## src/mrt_pkg.sv

```systemverilog
// shared constants, types and command decode for the micro-command block
package mrt_pkg;

	// ****************************************
	// register map (byte offsets, word index)
	// ****************************************
	localparam logic [6:0] IDX_CMD = 7'h00;
	localparam logic [6:0] IDX_STATUS = 7'h01;
	localparam logic [6:0] IDX_CTRL = 7'h02;
	localparam logic [6:0] IDX_SREG = 7'h03;
	localparam logic [6:0] IDX_DREG = 7'h04;
	localparam logic [6:0] IDX_AREG = 7'h05;
	localparam logic [6:0] IDX_BREG = 7'h06;
	localparam logic [1:0] IDX_RF_TOP = 2'h1;
	localparam logic [31:0] OFS_RF_BASE = 32'h0000_0080;

	// ****************************************
	// field positions
	// ****************************************
	localparam int STAT_PAR_ERR = 8;
	localparam int STAT_PROT_ERR = 9;
	localparam int CTRL_RELOC = 0;
	localparam int CTRL_PROT = 1;
	localparam int RF_TAG_LSB = 16;

	// ****************************************
	// minor cycles and constants
	// ****************************************
	localparam logic [2:0] MINOR_E0 = 3'h0;
	localparam logic [2:0] MINOR_E1 = 3'h1;
	localparam logic [2:0] MINOR_E3 = 3'h3;
	localparam logic [2:0] MINOR_E4 = 3'h4;
	localparam logic [2:0] MINOR_E5 = 3'h5;
	localparam logic [2:0] MINOR_E7 = 3'h7;
	localparam logic [15:0] RST_WORD = 16'h0000;
	localparam logic [15:0] B_PLUS_ONE = 16'h0000;
	localparam logic [15:0] B_MINUS_ONE = 16'hFFFF;
	localparam logic [15:0] B_PLUS_TWO = 16'h0001;
	localparam logic [15:0] B_MINUS_TWO = 16'hFFFE;
	localparam logic [3:0] RO_REGNUM_HI = 4'hF;

	// ****************************************
	// opcodes, command bits 00..05 = word [15:10], immediate ones 00..03 = [15:12]
	// ****************************************
	localparam logic [5:0] OP_SA_PLUS1 = 6'h0C;
	localparam logic [5:0] OP_SA_MINUS1 = 6'h0D;
	localparam logic [5:0] OP_SA_PLUS2 = 6'h0E;
	localparam logic [5:0] OP_SA_MINUS2 = 6'h0F;
	localparam logic [5:0] OP_LOAD_D = 6'h1C;
	localparam logic [5:0] OP_LOAD_D_COMP = 6'h1D;
	localparam logic [5:0] OP_LOAD_D_BYTE = 6'h1E;
	localparam logic [5:0] OP_A_TRUE = 6'h30;
	localparam logic [5:0] OP_A_COMP = 6'h31;
	localparam logic [5:0] OP_INDEX = 6'h32;
	localparam logic [5:0] OP_A_FALSE = 6'h33;
	localparam logic [5:0] OP_STORE_WORD = 6'h10;
	localparam logic [5:0] OP_STORE_BYTE = 6'h11;
	localparam logic [3:0] OP_IMM_UPPER = 4'hA;
	localparam logic [3:0] OP_IMM_LOWER = 4'hB;

	typedef enum logic [3:0] {
		K_NONE = 4'b0000, K_SA_LOAD = 4'b0001, K_LOAD_D = 4'b0010,
		K_LOAD_D_COMP = 4'b0011, K_LOAD_D_BYTE = 4'b0100,
		K_A_TRUE = 4'b0101, K_A_COMP = 4'b0110, K_INDEX = 4'b0111,
		K_A_FALSE = 4'b1000, K_STORE_WORD = 4'b1001,
		K_STORE_BYTE = 4'b1010, K_IMM_UPPER = 4'b1011,
		K_IMM_LOWER = 4'b1100
	} mrt_kind_t;

	typedef enum logic [1:0] {
		PH_IDLE = 2'b00, PH_WRITE = 2'b01, PH_RD_WAIT = 2'b10,
		PH_RD_DONE = 2'b11
	} mrt_phase_t;

	// storage write/read request toward main storage or register option
	typedef struct packed {
		logic wr;
		logic rd;
		logic ro;
		logic [1:0] be;
		logic [15:0] addr;
		logic [15:0] wdata;
	} mrt_ms_req_t;

	typedef struct packed {
		mrt_phase_t ph;
		logic hit;
		logic [6:0] idx;
		logic [31:0] rdata;
		logic [15:0] cmd_last;
		logic [15:0] s;
		logic [3:0] s_tag;
		logic [15:0] d;
		logic [15:0] a;
		logic [15:0] b;
		logic fc;
		logic rd_cyc;
		logic ro_ref;
		logic wr_act;
		logic sa_at_e0;
		logic [1:0] be;
		logic [15:0] wdata;
		logic hold;
		logic [15:0] hold_cmd;
		logic [2:0] hold_until;
		logic par_err;
		logic prot_err;
		logic tag_pend;
		logic [3:0] tag_val;
		logic [3:0] sa_tag;
		logic feat_reloc;
		logic feat_prot;
	} mrt_state_t;

	function automatic mrt_kind_t mrt_decode(input logic [15:0] cmd);
		mrt_kind_t k;
		k = K_NONE;
		case (cmd[15:10])
			OP_SA_PLUS1, OP_SA_MINUS1, OP_SA_PLUS2, OP_SA_MINUS2: k = K_SA_LOAD;
			OP_LOAD_D: k = K_LOAD_D;
			OP_LOAD_D_COMP: k = K_LOAD_D_COMP;
			OP_LOAD_D_BYTE: k = K_LOAD_D_BYTE;
			OP_A_TRUE: k = K_A_TRUE;
			OP_A_COMP: k = K_A_COMP;
			OP_INDEX: k = K_INDEX;
			OP_A_FALSE: k = K_A_FALSE;
			OP_STORE_WORD: k = K_STORE_WORD;
			OP_STORE_BYTE: k = K_STORE_BYTE;
			default: begin
				if (cmd[15:12] == OP_IMM_UPPER) begin
					k = K_IMM_UPPER;
				end else if (cmd[15:12] == OP_IMM_LOWER) begin
					k = K_IMM_LOWER;
				end
			end
		endcase
		return k;
	endfunction : mrt_decode

	// immediate byte: bits 04..07 then bits 12..15
	function automatic logic [7:0] mrt_imm(input logic [15:0] cmd);
		return {cmd[11:8], cmd[3:0]};
	endfunction : mrt_imm

endpackage : mrt_pkg

```

## src/mrt_core.sv

```systemverilog
// register file transfer micro-command execution with AHB-Lite access
// Summary of operation
// - load D with complemented file output
// - D byte in E1 starts byte write
// - address bit 15 selects written byte lane
// - write address from S, protection checked
// - true: Bu file, Au fan-in, clear carry
// - read cycle E1-E3 hold, repeat to E4
// - complement: Bu inverted file, carry set
// - index clears Bu when low bits zero
// - index loads Au, clears carry, holds
// - index arms segment tag on next write
// - false: Au inverted fan-in, carry set
// - stores after address load are read-related
// - upper immediate: left byte, right kept
// - lower immediate: right byte, left cleared
// - spare bits only count in parity
`timescale 1ns/1ps
module mrt_core (
	input wire logic CORE_CLK,
	input wire logic RST,
	input wire logic HSEL,
	input wire logic [31:0] HADDR,
	input wire logic [1:0] HTRANS,
	input wire logic HWRITE,
	input wire logic [2:0] HSIZE,
	input wire logic [31:0] HWDATA,
	input wire logic HREADY,
	output logic [31:0] HRDATA,
	output logic HREADYOUT,
	output logic HRESP,
	input wire logic [15:0] MS_RDATA,
	input wire logic PROT_FAULT,
	output mrt_pkg::mrt_ms_req_t MS_REQ,
	output logic [3:0] S_TAG
);

	// ****************************************
	// storage and state
	// ****************************************
	logic [15:0] rf_mem [0:31];
	logic [3:0] tag_mem [0:31];
	mrt_pkg::mrt_state_t st_r;
	mrt_pkg::mrt_state_t st_nxt;

	logic [2:0] minor;
	logic minor_last;
	logic exec_go;
	logic fresh_go;
	logic [15:0] ex_cmd;
	mrt_pkg::mrt_kind_t kind;
	logic [4:0] rn;
	logic [15:0] rf_rd;
	logic [3:0] tag_rd;
	logic [15:0] fanin;
	logic accept;
	logic wr_phase;
	logic hready_c;
	logic rf_we;
	logic [4:0] rf_wa;
	logic [15:0] rf_wd;
	logic tag_we;
	logic [3:0] tag_wd;
	logic hold_start;
	logic [2:0] hold_lim;
	logic write_start;
	logic [1:0] start_be;
	logic [31:0] status_w;
	localparam int RF_TAG_HI = mrt_pkg::RF_TAG_LSB + 3;

	mrt_minor_seq u_seq (
		.clk(CORE_CLK),
		.rst(RST),
		.advance(exec_go),
		.minor(minor),
		.last(minor_last)
	);

	// ****************************************
	// command source and operands
	// ****************************************
	// held commands win over software; a bus write data phase is stalled meanwhile
	assign wr_phase = (st_r.ph == mrt_pkg::PH_WRITE);
	assign hready_c = !(st_r.ph == mrt_pkg::PH_RD_WAIT) &&
		!(wr_phase && st_r.hold);
	assign accept = HSEL && HTRANS[1] && HREADY;
	assign fresh_go = wr_phase && !st_r.hold && st_r.hit &&
		(st_r.idx == mrt_pkg::IDX_CMD);
	assign exec_go = st_r.hold || fresh_go;
	assign ex_cmd = st_r.hold ? st_r.hold_cmd : HWDATA[15:0];
	assign kind = exec_go ? mrt_pkg::mrt_decode(ex_cmd) : mrt_pkg::K_NONE;
	assign rn = ex_cmd[4:0];
	assign rf_rd = rf_mem[rn];
	assign tag_rd = tag_mem[rn];
	// storage data replaces D on the fan-in from E4
	assign fanin = (st_r.rd_cyc && (minor >= mrt_pkg::MINOR_E4)) ?
		MS_RDATA : st_r.d;

	assign status_w = {21'h00_0000, st_r.tag_pend, st_r.prot_err,
		st_r.par_err, st_r.fc, st_r.hold, st_r.wr_act, st_r.ro_ref,
		st_r.rd_cyc, minor};

	// ****************************************
	// next state
	// ****************************************
	always_comb begin
		st_nxt = st_r;
		rf_we = 1'b0;
		rf_wa = rn;
		rf_wd = fanin;
		tag_we = 1'b0;
		tag_wd = st_r.tag_val;
		hold_start = 1'b0;
		hold_lim = mrt_pkg::MINOR_E4;
		write_start = 1'b0;
		start_be = 2'b11;

		// bus data phase
		case (st_r.ph)
			mrt_pkg::PH_RD_WAIT: begin
				st_nxt.ph = mrt_pkg::PH_RD_DONE;
				st_nxt.rdata = 32'h0000_0000;
				if (st_r.hit && (st_r.idx[6:5] == mrt_pkg::IDX_RF_TOP)) begin
					st_nxt.rdata = {12'h000, tag_mem[st_r.idx[4:0]],
						rf_mem[st_r.idx[4:0]]};
				end else if (st_r.hit) begin
					case (st_r.idx)
						mrt_pkg::IDX_CMD: st_nxt.rdata = {16'h0000, st_r.cmd_last};
						mrt_pkg::IDX_STATUS: st_nxt.rdata = status_w;
						mrt_pkg::IDX_CTRL: st_nxt.rdata = {30'h0000_0000,
							st_r.feat_prot, st_r.feat_reloc};
						mrt_pkg::IDX_SREG: st_nxt.rdata = {12'h000, st_r.s_tag,
							st_r.s};
						mrt_pkg::IDX_DREG: st_nxt.rdata = {16'h0000, st_r.d};
						mrt_pkg::IDX_AREG: st_nxt.rdata = {16'h0000, st_r.a};
						mrt_pkg::IDX_BREG: st_nxt.rdata = {16'h0000, st_r.b};
						default: st_nxt.rdata = 32'h0000_0000;
					endcase
				end
			end
			mrt_pkg::PH_WRITE: begin
				if (hready_c && st_r.hit) begin
					if (st_r.idx[6:5] == mrt_pkg::IDX_RF_TOP) begin
						rf_we = 1'b1;
						rf_wa = st_r.idx[4:0];
						rf_wd = HWDATA[15:0];
						tag_we = 1'b1;
						tag_wd = HWDATA[RF_TAG_HI:mrt_pkg::RF_TAG_LSB];
					end else if (st_r.idx == mrt_pkg::IDX_CTRL) begin
						st_nxt.feat_reloc = HWDATA[mrt_pkg::CTRL_RELOC];
						st_nxt.feat_prot = HWDATA[mrt_pkg::CTRL_PROT];
					end else if (st_r.idx == mrt_pkg::IDX_STATUS) begin
						// write one to clear; a new event below overrides
						if (HWDATA[mrt_pkg::STAT_PAR_ERR]) begin
							st_nxt.par_err = 1'b0;
						end
						if (HWDATA[mrt_pkg::STAT_PROT_ERR]) begin
							st_nxt.prot_err = 1'b0;
						end
					end
				end
			end
			default: begin
			end
		endcase
		if (hready_c) begin
			st_nxt.ph = !accept ? mrt_pkg::PH_IDLE :
				(HWRITE ? mrt_pkg::PH_WRITE : mrt_pkg::PH_RD_WAIT);
			if (accept) begin
				st_nxt.hit = (HADDR[31:9] == 23'h00_0000);
				st_nxt.idx = HADDR[8:2];
			end
		end

		if (fresh_go) begin
			st_nxt.cmd_last = ex_cmd;
			// every bit counts in odd parity, spares included
			if (!(^ex_cmd)) begin
				st_nxt.par_err = 1'b1;
			end
		end

		// command execution
		case (kind)
			mrt_pkg::K_SA_LOAD: begin
				st_nxt.a = rf_rd;
				case (ex_cmd[11:10])
					2'b00: st_nxt.b = mrt_pkg::B_PLUS_ONE;
					2'b01: st_nxt.b = mrt_pkg::B_MINUS_ONE;
					2'b10: st_nxt.b = mrt_pkg::B_PLUS_TWO;
					default: st_nxt.b = mrt_pkg::B_MINUS_TWO;
				endcase
				st_nxt.fc = !ex_cmd[10];
				// storage addressing decided only in E0
				if (minor == mrt_pkg::MINOR_E0) begin
					st_nxt.s = rf_rd;
					st_nxt.rd_cyc = 1'b1;
					st_nxt.sa_at_e0 = 1'b1;
					st_nxt.ro_ref = (rn[4:1] == mrt_pkg::RO_REGNUM_HI);
					if (st_r.feat_reloc) begin
						st_nxt.s_tag = tag_rd;
						st_nxt.sa_tag = tag_rd;
					end
				end
			end
			mrt_pkg::K_LOAD_D: begin
				st_nxt.d = rf_rd;
				write_start = 1'b1;
			end
			mrt_pkg::K_LOAD_D_COMP: begin
				st_nxt.d = ~rf_rd;
				write_start = 1'b1;
			end
			mrt_pkg::K_LOAD_D_BYTE: begin
				st_nxt.d = rf_rd;
				write_start = 1'b1;
				// address bit 15 picks the lane
				start_be = st_r.s[0] ? 2'b01 : 2'b10;
			end
			mrt_pkg::K_A_TRUE: begin
				st_nxt.b = rf_rd;
				st_nxt.a = fanin;
				st_nxt.fc = 1'b0;
				hold_start = 1'b1;
			end
			mrt_pkg::K_A_COMP: begin
				st_nxt.b = ~rf_rd;
				st_nxt.a = fanin;
				st_nxt.fc = 1'b1;
				hold_start = 1'b1;
			end
			mrt_pkg::K_INDEX: begin
				// zero low register bits clear Bu
				st_nxt.b = (rn[2:0] == 3'h0) ? 16'h0000 : rf_rd;
				st_nxt.a = fanin;
				st_nxt.fc = 1'b0;
				hold_start = 1'b1;
				// arm tag for the next microcoded write
				if (st_r.feat_reloc) begin
					st_nxt.tag_pend = 1'b1;
					st_nxt.tag_val = (rn[2:0] == 3'h0) ? st_r.sa_tag : tag_rd;
				end
			end
			mrt_pkg::K_A_FALSE: begin
				st_nxt.b = rf_rd;
				st_nxt.a = ~fanin;
				st_nxt.fc = 1'b1;
				hold_start = 1'b1;
			end
			mrt_pkg::K_STORE_WORD, mrt_pkg::K_STORE_BYTE: begin
				rf_we = 1'b1;
				rf_wa = rn;
				rf_wd = fanin;
				if (kind == mrt_pkg::K_STORE_BYTE) begin
					// lane chosen by address bit 15, left zeroed
					rf_wd = {8'h00, st_r.s[0] ? fanin[7:0] : fanin[15:8]};
				end
				hold_start = 1'b1;
				hold_lim = mrt_pkg::MINOR_E5;
				if (st_r.tag_pend) begin
					tag_we = 1'b1;
					tag_wd = st_r.tag_val;
					st_nxt.tag_pend = 1'b0;
				end
			end
			mrt_pkg::K_IMM_UPPER: begin
				st_nxt.b = {mrt_pkg::mrt_imm(ex_cmd), st_r.b[7:0]};
			end
			mrt_pkg::K_IMM_LOWER: begin
				st_nxt.b = {8'h00, mrt_pkg::mrt_imm(ex_cmd)};
			end
			default: begin
			end
		endcase

		// write begins only in E1 right after an E0 address load
		if (write_start && (minor == mrt_pkg::MINOR_E1) && st_r.sa_at_e0) begin
			st_nxt.rd_cyc = 1'b0;
			// protection may refuse the write at S
			if ((st_r.feat_prot || st_r.feat_reloc) && PROT_FAULT) begin
				st_nxt.prot_err = 1'b1;
			end else begin
				st_nxt.wr_act = 1'b1;
				st_nxt.be = start_be;
			end
		end

		// read-related once an address load opened the read
		// first decode in E1..E3 is held through E4
		// stores first decoded in E1..E4 held through E5
		if (hold_start && !st_r.hold && st_r.rd_cyc &&
			(minor >= mrt_pkg::MINOR_E1) && (minor < hold_lim)) begin
			st_nxt.hold = 1'b1;
			st_nxt.hold_cmd = ex_cmd;
			st_nxt.hold_until = hold_lim;
		end
		if (st_r.hold && (minor == st_r.hold_until)) begin
			st_nxt.hold = 1'b0;
		end

		if (exec_go && minor_last) begin
			st_nxt.rd_cyc = 1'b0;
			st_nxt.ro_ref = 1'b0;
			st_nxt.wr_act = 1'b0;
			st_nxt.sa_at_e0 = 1'b0;
			st_nxt.hold = 1'b0;
		end

		// write data follows D; microcode leaves D alone E2..E7
		st_nxt.wdata = (st_nxt.be == 2'b11) ? st_nxt.d :
			{st_nxt.d[7:0], st_nxt.d[7:0]};
	end

	// ****************************************
	// registers
	// ****************************************
	always_ff @(posedge CORE_CLK) begin
		if (RST) begin
			st_r <= '0;
			st_r.ph <= mrt_pkg::PH_IDLE;
			st_r.cmd_last <= mrt_pkg::RST_WORD;
			st_r.d <= mrt_pkg::RST_WORD;
			st_r.be <= 2'b11;
		end else begin
			st_r <= st_nxt;
		end
	end

	always_ff @(posedge CORE_CLK) begin
		if (rf_we) begin
			rf_mem[rf_wa] <= rf_wd;
		end
		if (tag_we) begin
			tag_mem[rf_wa] <= tag_wd;
		end
	end

	// ****************************************
	// outputs
	// ****************************************
	assign HRDATA = st_r.rdata;
	assign HREADYOUT = hready_c;
	assign HRESP = 1'b0;
	assign MS_REQ.wr = st_r.wr_act;
	assign MS_REQ.rd = st_r.rd_cyc;
	assign MS_REQ.ro = st_r.ro_ref;
	assign MS_REQ.be = st_r.be;
	assign MS_REQ.addr = st_r.s;
	assign MS_REQ.wdata = st_r.wdata;
	assign S_TAG = st_r.s_tag;

endmodule : mrt_core

```

## src/mrt_minor_seq.sv

```systemverilog
// minor cycle sequencer E0..E7 of one major cycle
`timescale 1ns/1ps
module mrt_minor_seq (
	input wire logic clk,
	input wire logic rst,
	input wire logic advance,
	output logic [2:0] minor,
	output logic last
);

	typedef struct packed {
		logic [2:0] minor;
	} mrt_seq_state_t;

	mrt_seq_state_t st_r;
	mrt_seq_state_t st_nxt;

	// ****************************************
	// next state
	// ****************************************
	always_comb begin
		st_nxt = st_r;
		if (advance) begin
			st_nxt.minor = 3'(st_r.minor + 3'h1);
		end
	end

	always_ff @(posedge clk) begin
		if (rst) begin
			st_r.minor <= mrt_pkg::MINOR_E0;
		end else begin
			st_r <= st_nxt;
		end
	end

	assign minor = st_r.minor;
	assign last = (st_r.minor == mrt_pkg::MINOR_E7);

endmodule : mrt_minor_seq

```

## config.mk

```make
export PLATFORM = sky130hd
export DESIGN_NAME = mrt_core
export DESIGN_NICKNAME = d
export VERILOG_FILES = /design/src/mrt_pkg.sv /design/src/mrt_core.sv /design/src/mrt_minor_seq.sv
export SDC_FILE = /design/constraint.sdc
export NUM_CORES = 1
export LEC_CHECK = 0
export ABC_AREA = 1
export BUFFER_PORTS_ARGS = -buffer_cell sky130_fd_sc_hd__buf_2
export CORE_MARGIN = 4
export CORE_UTILIZATION = 40
export CTS_BUF_LIST = sky130_fd_sc_hd__clkbuf_8
export DETAILED_ROUTE_END_ITERATION = 10
export GPL_ROUTABILITY_DRIVEN = 0
export PLACE_DENSITY = 0.55
export SKIP_CTS_REPAIR_TIMING = 1
export SLEW_MARGIN = 20
export SYNTH_ARGS = -nofsm -noshare
export SYNTH_HDL_FRONTEND = slang
export SYNTH_SLANG_ARGS = --single-unit
```

## constraint.sdc

```tcl
create_clock -name CORE_CLK -period 7.5 [get_ports CORE_CLK]
set_input_delay 0.75 -clock CORE_CLK [delete_from_list [all_inputs] [get_ports CORE_CLK]]
set_output_delay 0.75 -clock CORE_CLK [all_outputs]
set_load 0.01 [all_outputs]
```

**After elaboration in Yosys (flattened, before gate mapping)**

Memories as Yosys holds them, arrays and structs flattened. A register that Yosys moved wholly into a read port is not among the register bits.
Cells that the tools add are included.

- RAM bits: 640
- Memory bits (read-only): 0
- Bits of input ports: 91
- Memories: 2
- Register bits after elaboration: 181
- Word-level logic and storage cells: 211
- Latch bits: 0

Memories:

| memory | depth | bits a word | rd ports | clocked after Yosys merged registers in | wr ports | line | source |
|---|---|---|---|---|---|---|---|
| rf_mem | 32 | 16 | 2 | 1 | 1 | mrt_core.sv:41 | `logic [15:0] rf_mem [0:31];` |
| tag_mem | 32 | 4 | 2 | 1 | 1 | mrt_core.sv:42 | `logic [3:0] tag_mem [0:31];` |

- Shift operators: 0
- Reductions and logical operators: 57
- Muxes and demuxes: 71
- Eq/ne operators: 44
- $mul: 0
- Add/sub/neg operators: 1
- $lt $le $gt $ge: 3
- Bitwise gates (word level): 5
- Divide/modulo/power cells: 0

Operators by type and width:

| kind | number |
|---|---|
| $mux 16 | 9 |
| $pmux 20 s7 | 1 |
| $pmux 16 s3 | 2 |
| $pmux 16 s6 | 1 |
| $mux 5 | 9 |
| $mux 20 | 2 |
| $pmux 4 s10 | 1 |
| $mux 4 | 9 |
| $eq 4x4->1 const B | 8 |
| $not 16->16 | 2 |
| $pmux 16 s2 | 1 |
| $eq 6x5->1 const B | 5 |
| $eq 6x4->1 const B | 4 |
| $eq 6x6->1 const B | 4 |
| $mux 2 | 12 |
| $logic_not 23->1 | 1 |
| $eq 7x3->1 const B | 3 |
| $logic_and 1x1->1 | 19 |
| $mux 1 | 19 |
| $eq 4x3->1 const B | 4 |
| $mux 8 | 2 |
| $reduce_xor 16->1 | 1 |
| $eq 7x2->1 const B | 2 |
| $reduce_and 2->1 | 6 |
| other kinds (32) | 54 |

**Depth between registers and ports, before layout**

- Depth after elaboration: 14
- Mapped depth: 27
- Depth with buffers taken out: 23

**Modules after synthesis**

A second synthesis with hierarchy kept.

- Cell total of the unflattened synthesis: 4630
- Area, all modules: 40750.3 um2

By module, submodules not included:

| module | instances | area each (um2) | seq. area each (um2) | cells each |
|---|---|---|---|---|
| mrt_core | 1 | 40608.9 | 22461.5 | 4610 |
| mrt_minor_seq | 1 | 141.4 | 60.1 | 20 |

**Worst setup path before layout**

OpenSTA, ideal clock, no wires.

- Path type: reg2reg
- From: register st_r[32] (netlist bit)
- To: memory rf_mem[0][10] (data pin)
- Arrival: 4.423 ns
- Setup time: 0.454 ns
- Clock period less this slack: 4.877 ns
- Path slack: 2.623 ns
- Stages on the path, launching flop included: 20
- Data required time: 7.046 ns
- Cells stage by stage: dfxtp_1 -> buf_2 -> buf_2 -> clkbuf_1 -> buf_1 -> nand2_1 -> o21ai_0 -> inv_1 -> ha_1 -> nand3_1 -> nand2_1 -> nor2_1 -> nand4_2 -> nand3_4 -> nor2_4 -> nand2_1 -> nand2_1 -> nor2_1 -> a21oi_1 -> o21ai_0

- Longest elaborated chain between the ends: 9
- Elaborated cells between the ends (all ways): 37
- Classes of those cells: eq/ne: 17; mux: 9; reduce/logical: 11

Ends and longest elaborated chain:

| what | line | source |
|---|---|---|
| start, declared | mrt_core.sv:43 | `mrt_pkg::mrt_state_t st_r;` |
| start signal, assigned | mrt_core.sv:325 | `st_r <= st_nxt;` |
| $mux 16 (*) | mrt_core.sv:90 | `assign ex_cmd = st_r.hold ? st_r.hold_cmd : HWDATA[15:0];` |
| named net ex_cmd[14] | mrt_core.sv:50 | `logic [15:0] ex_cmd;` |
| $eq 4x4->1 | mrt_pkg.sv:132 | `end else if (cmd[15:12] == OP_IMM_LOWER) begin` |
| $mux 4 | mrt_pkg.sv:132 |  |
| $mux 4 | mrt_pkg.sv:130 | `if (cmd[15:12] == OP_IMM_UPPER) begin` |
| $pmux 4 s10 (*) | mrt_pkg.sv:118 | `case (cmd[15:10])` |
| $mux 4 (*) | mrt_core.sv:91 | `assign kind = exec_go ? mrt_pkg::mrt_decode(ex_cmd) : mrt_pkg::K_NONE;` |
| $eq 4x4->1, on equally long branches | mrt_core.sv:184, mrt_core.sv:254 |  |
| $mux 16 / $reduce_or 2->1 (equally long branches) | mrt_core.sv:254, mrt_core.sv:184 |  |
| $mux 16 (*) | mrt_core.sv:184 | `case (kind)` |
| named net rf_wd[10] | mrt_core.sv:61 | `logic [15:0] rf_wd;` |
| end, declared | mrt_core.sv:41 |  |

Mark *: on every way through the listed nets, which the timed path passes. The rest lies on a longest branch.

**Worst setup path in the final report**

- From: register st_r[32] (netlist bit)
- To: memory rf_mem[22][9], enable pin

- Elaborated cells between the ends (all ways): 42
- Classes of those cells: eq/ne: 17; mux: 14; reduce/logical: 11

RTL lines:

| what | line | source |
|---|---|---|
| $mux 16 (*) | mrt_core.sv:90 |  |
| named net ex_cmd[10] | mrt_core.sv:50 |  |
| $eq 6x4->1 | mrt_pkg.sv:118 |  |
| $reduce_or 4->1 | mrt_pkg.sv:118 |  |
| $pmux 4 s10 (*) | mrt_pkg.sv:118 |  |
| $mux 4 (*) | mrt_core.sv:91 |  |
| $eq 4x4->1 | mrt_core.sv:184 |  |
| $reduce_or 2->1 (*) | mrt_core.sv:184 |  |
| $mux 1 | mrt_core.sv:184 |  |
| $mux 1 | mrt_core.sv:330 | `if (rf_we) begin` |
| $mux 1 (implied by the code) | mrt_core.sv:331 | `rf_mem[rf_wa] <= rf_wd;` |

Marks and branches as above.

==> flow_summary.toml <==
[run_status]
status = "finished, final reports clean"

[floorplan]
chipHeight_um = 327
io_pins = 166
core_sq_um = 101000
initial_utilization = 0.405
die_w_um = 327
fp-row-count = 116
fp.dieArea_sq_um = 107000

[timing]
finClkSkew_ns = 0.0531
max_freq_mhz = 167
finalSetupTns_ns = 0
setup_violations = 0
rsz0062_at_grt = "no"
worst_hold_slack_ns = 0.218
report.final.slew_viol_count = 0
max_slew_margin = 0.0631
finalCritPeriodShare = 0.797
period_minus_slack_ns = 5.97
finalHoldViolations = 0
worst_pin_slew_ns = 1.39

[finish]
final_cells = 6019
area_growth_pct = 9.69
multiInputGateArea_sq_um = 15600
layout.nets = 4663
fillCellCount = 9674
drive_gt1_frac = 0.103
postLayoutCoreUtil = 0.444
seq_area_sq_um = 22500

[pwr]
power_density_nw_per_um2 = 221
total_power_uw = 9880
p_leak_uw = 0.0165
ir_drop_mv = 0.162

[route]
detail_route.first_pass.iterations = 6
avgRoutedWirePerCell_um = 25.3
drt_iter0_drc = 4400
ant_nets = 0
avgViaCountPerCell = 6.00
via_count = 36100
routed_wl_um = 152000
route.detailed.drc = 0

[grt]
grt_busiest_layer = "met2"
antenna_found_initial = 3
grt_pass1_vias = 33400
grt-ovfl-total = 0
use_met2 = 0.434
track_usage = 0.274
grt_max_degree = 140
grtUsageMet3 = 0.0495
met1_usage = 0.364
grt_pass1_wl_um = 220000

[setup_path]
timing.rr.end = "rf_mem[22][9]$_DFFE_PP_"
slowest_delay_ns = 0.83
required_ns = 8.01
crit_path_end_kind = "register"
cp_cell_sequence = "nand2_1, o21ai_1, inv_1, ha_1, nor2_1, nand2_1, a21oi_2, nand3_1, nand2_2, nand3_4, nor2_2, nand2_2, nand2_1, nor2_1, inv_2, nand3_1, inv_1, buf_4"
critPathKind = "reg2reg"
worstRegToRegCells = 18
slowest_stage = "dfxtp_1"
r2r_slack_ns = 1.53
r2r-start = "st_r[32]$_SDFFE_PP0P_"
crit_path_end = "rf_mem[22][9]$_DFFE_PP_"
crit_fanout = 39
worstPathArrival_ns = 6.48
crit_path_frequent_cell = "nand2_1"
cp-start-kind = "register"
crit_start = "st_r[32]$_SDFFE_PP0P_"

[clocking]
ctsRootBufferMaster = "clkbuf_8"
numCtsBuffers = 141
clkSinkCount = 805
cts.clk_slew.worst_paths_ns = 0.06
cts_tree = "done"
clk-insertion-delay-late_ns = 0.83
clock_path_buffers = 3
htreeDepth = 4

[worst_hold_path]
hold_class = "in2reg"
min_from = "HTRANS[1]"

[placement]
port_buffers = 134
dp.final_hpwl_um = 93900
place_inst = 5770

[yosys]
yosys_register_bits = 805
synth-edff-count = 640
synth_top_area_cell = "edfxtp_1"
synth_most_common_cell = "nor2_1"
synth.area.top_cells = "edfxtp_1, o21ai_0, dfxtp_1"
synth_top_area_frac = 0.472
synth_ff_type = "edfxtp_1"
avgSynthCellArea_sq_um = 8.87
yosysSeqAreaShare = 0.553
synth_cells = 4591
synth_warnings = 0
syn_area_sq_um = 40700
yosys-top-cells-count = "nor2_1, o21ai_0, edfxtp_1, nand2_1, clkbuf_1"
async_flop_share = 0
yosysUniqueCellTypes = 50

[job]
cap_violations = 0
==> per-stage QoR <==
step	instance area (sq um)	setup WS (ns)
CTS	44600	1.66
global route	44600	1.23
finish	44600	1.53
floorplan	40800	2.62
global placement	42000	1.65
detailed placement	42000	1.61
==> worst min-delay path by stage <==
stage,depth (start not counted),to,slack (ns)
3_3_place_gp,2,st_r[18]$_SDFFE_PP0P_,0.43
2_1_floorplan,2,st_r[18]$_SDFFE_PP0P_,0.42
6_report,3,st_r[180]$_SDFFE_PP0P_,0.22
3_5_place_dp,2,st_r[18]$_SDFFE_PP0P_,0.44
4_1_cts,3,st_r[180]$_SDFFE_PP0P_,0.15
5_1_grt,3,st_r[180]$_SDFFE_PP0P_,0.21
==> layout by cell type (no fill, tap or decap), types with 13 or more instances in the layout <==
cell type and n:
o21ai_0 814, nand3_1 210, edfxtp_1 640, nor2_1 842, inv_1 245, ha_1 16
o221ai_1 115, a31oi_1 17, nand4_1 38, o21ai_1 31, inv_2 18, clkinv_1 35
nand2_1 512, o22ai_1 162, a211oi_1 19, o211ai_1 26, conb_1 13, clkinv_2 13
a21oi_1 175, buf_2 134, dfxtp_1 161, clkbuf_8 155, nand3b_1 15, nor3_1 40
buf_4 75
==> flip-flops by register name, summed over array words and instances, names as in the netlist, named ones only <==
register     count
tag_mem        128
u_seq.minor      3
MS_REQ          29
st_r           108
rf_mem         512
HRDATA          20
==> cell type report <==
class	count	area share
Antenna cell	1	0.0000560
Tap cell	1357	0.0380
Sequential cell	805	0.505
Multi-Input combinational cell	3164	0.349
Clock buffer	155	0.0478
Clock inverter	93	0.0111
Timing Repair Buffer	213	0.0294
Inverter	231	0.0198
==> power breakdown <==
part / switching, uW / internal [uW]
logic: 827 / 263
clock network: 1870 / 2030
registers: 22.9 / 4870
total: 2720 / 7160
==> metal layers <==
| metal | vias up | part of all wire |
|---|---|---|
| met5 | - | 0.000085 |
| met4 | 2 | 0.046 |
| met3 | 384 | 0.092 |
| met2 | 2148 | 0.46 |
| met1 | 17400 | 0.41 |
| li1 | 16200 | - |
==> cell families (layout without fill, tap and decap cells) <==
logic type      Yosys count  in the layout  synth area share
other cells               1             14         0.0000921
simple gates           1716           1716             0.176
flops                   805            805             0.553
buf+inv                 634            692            0.0680
xor+xnor                  9              9           0.00194
compound gates         1410           1410             0.196
fa+ha+maj                16             16           0.00492
==> critical path, delay by kind of cell (launching register included) <==
kind                     cells  cell delay, ns
buffers and inverters        4            1.95
AND/OR/NAND/NOR             11            1.85
flip-flops                   1            0.83
AO/OA/AOI/OAI                2            0.63
adder cells (fa/ha/maj)      1            0.36
No activity file was read; power rests on OpenSTA's default activity.
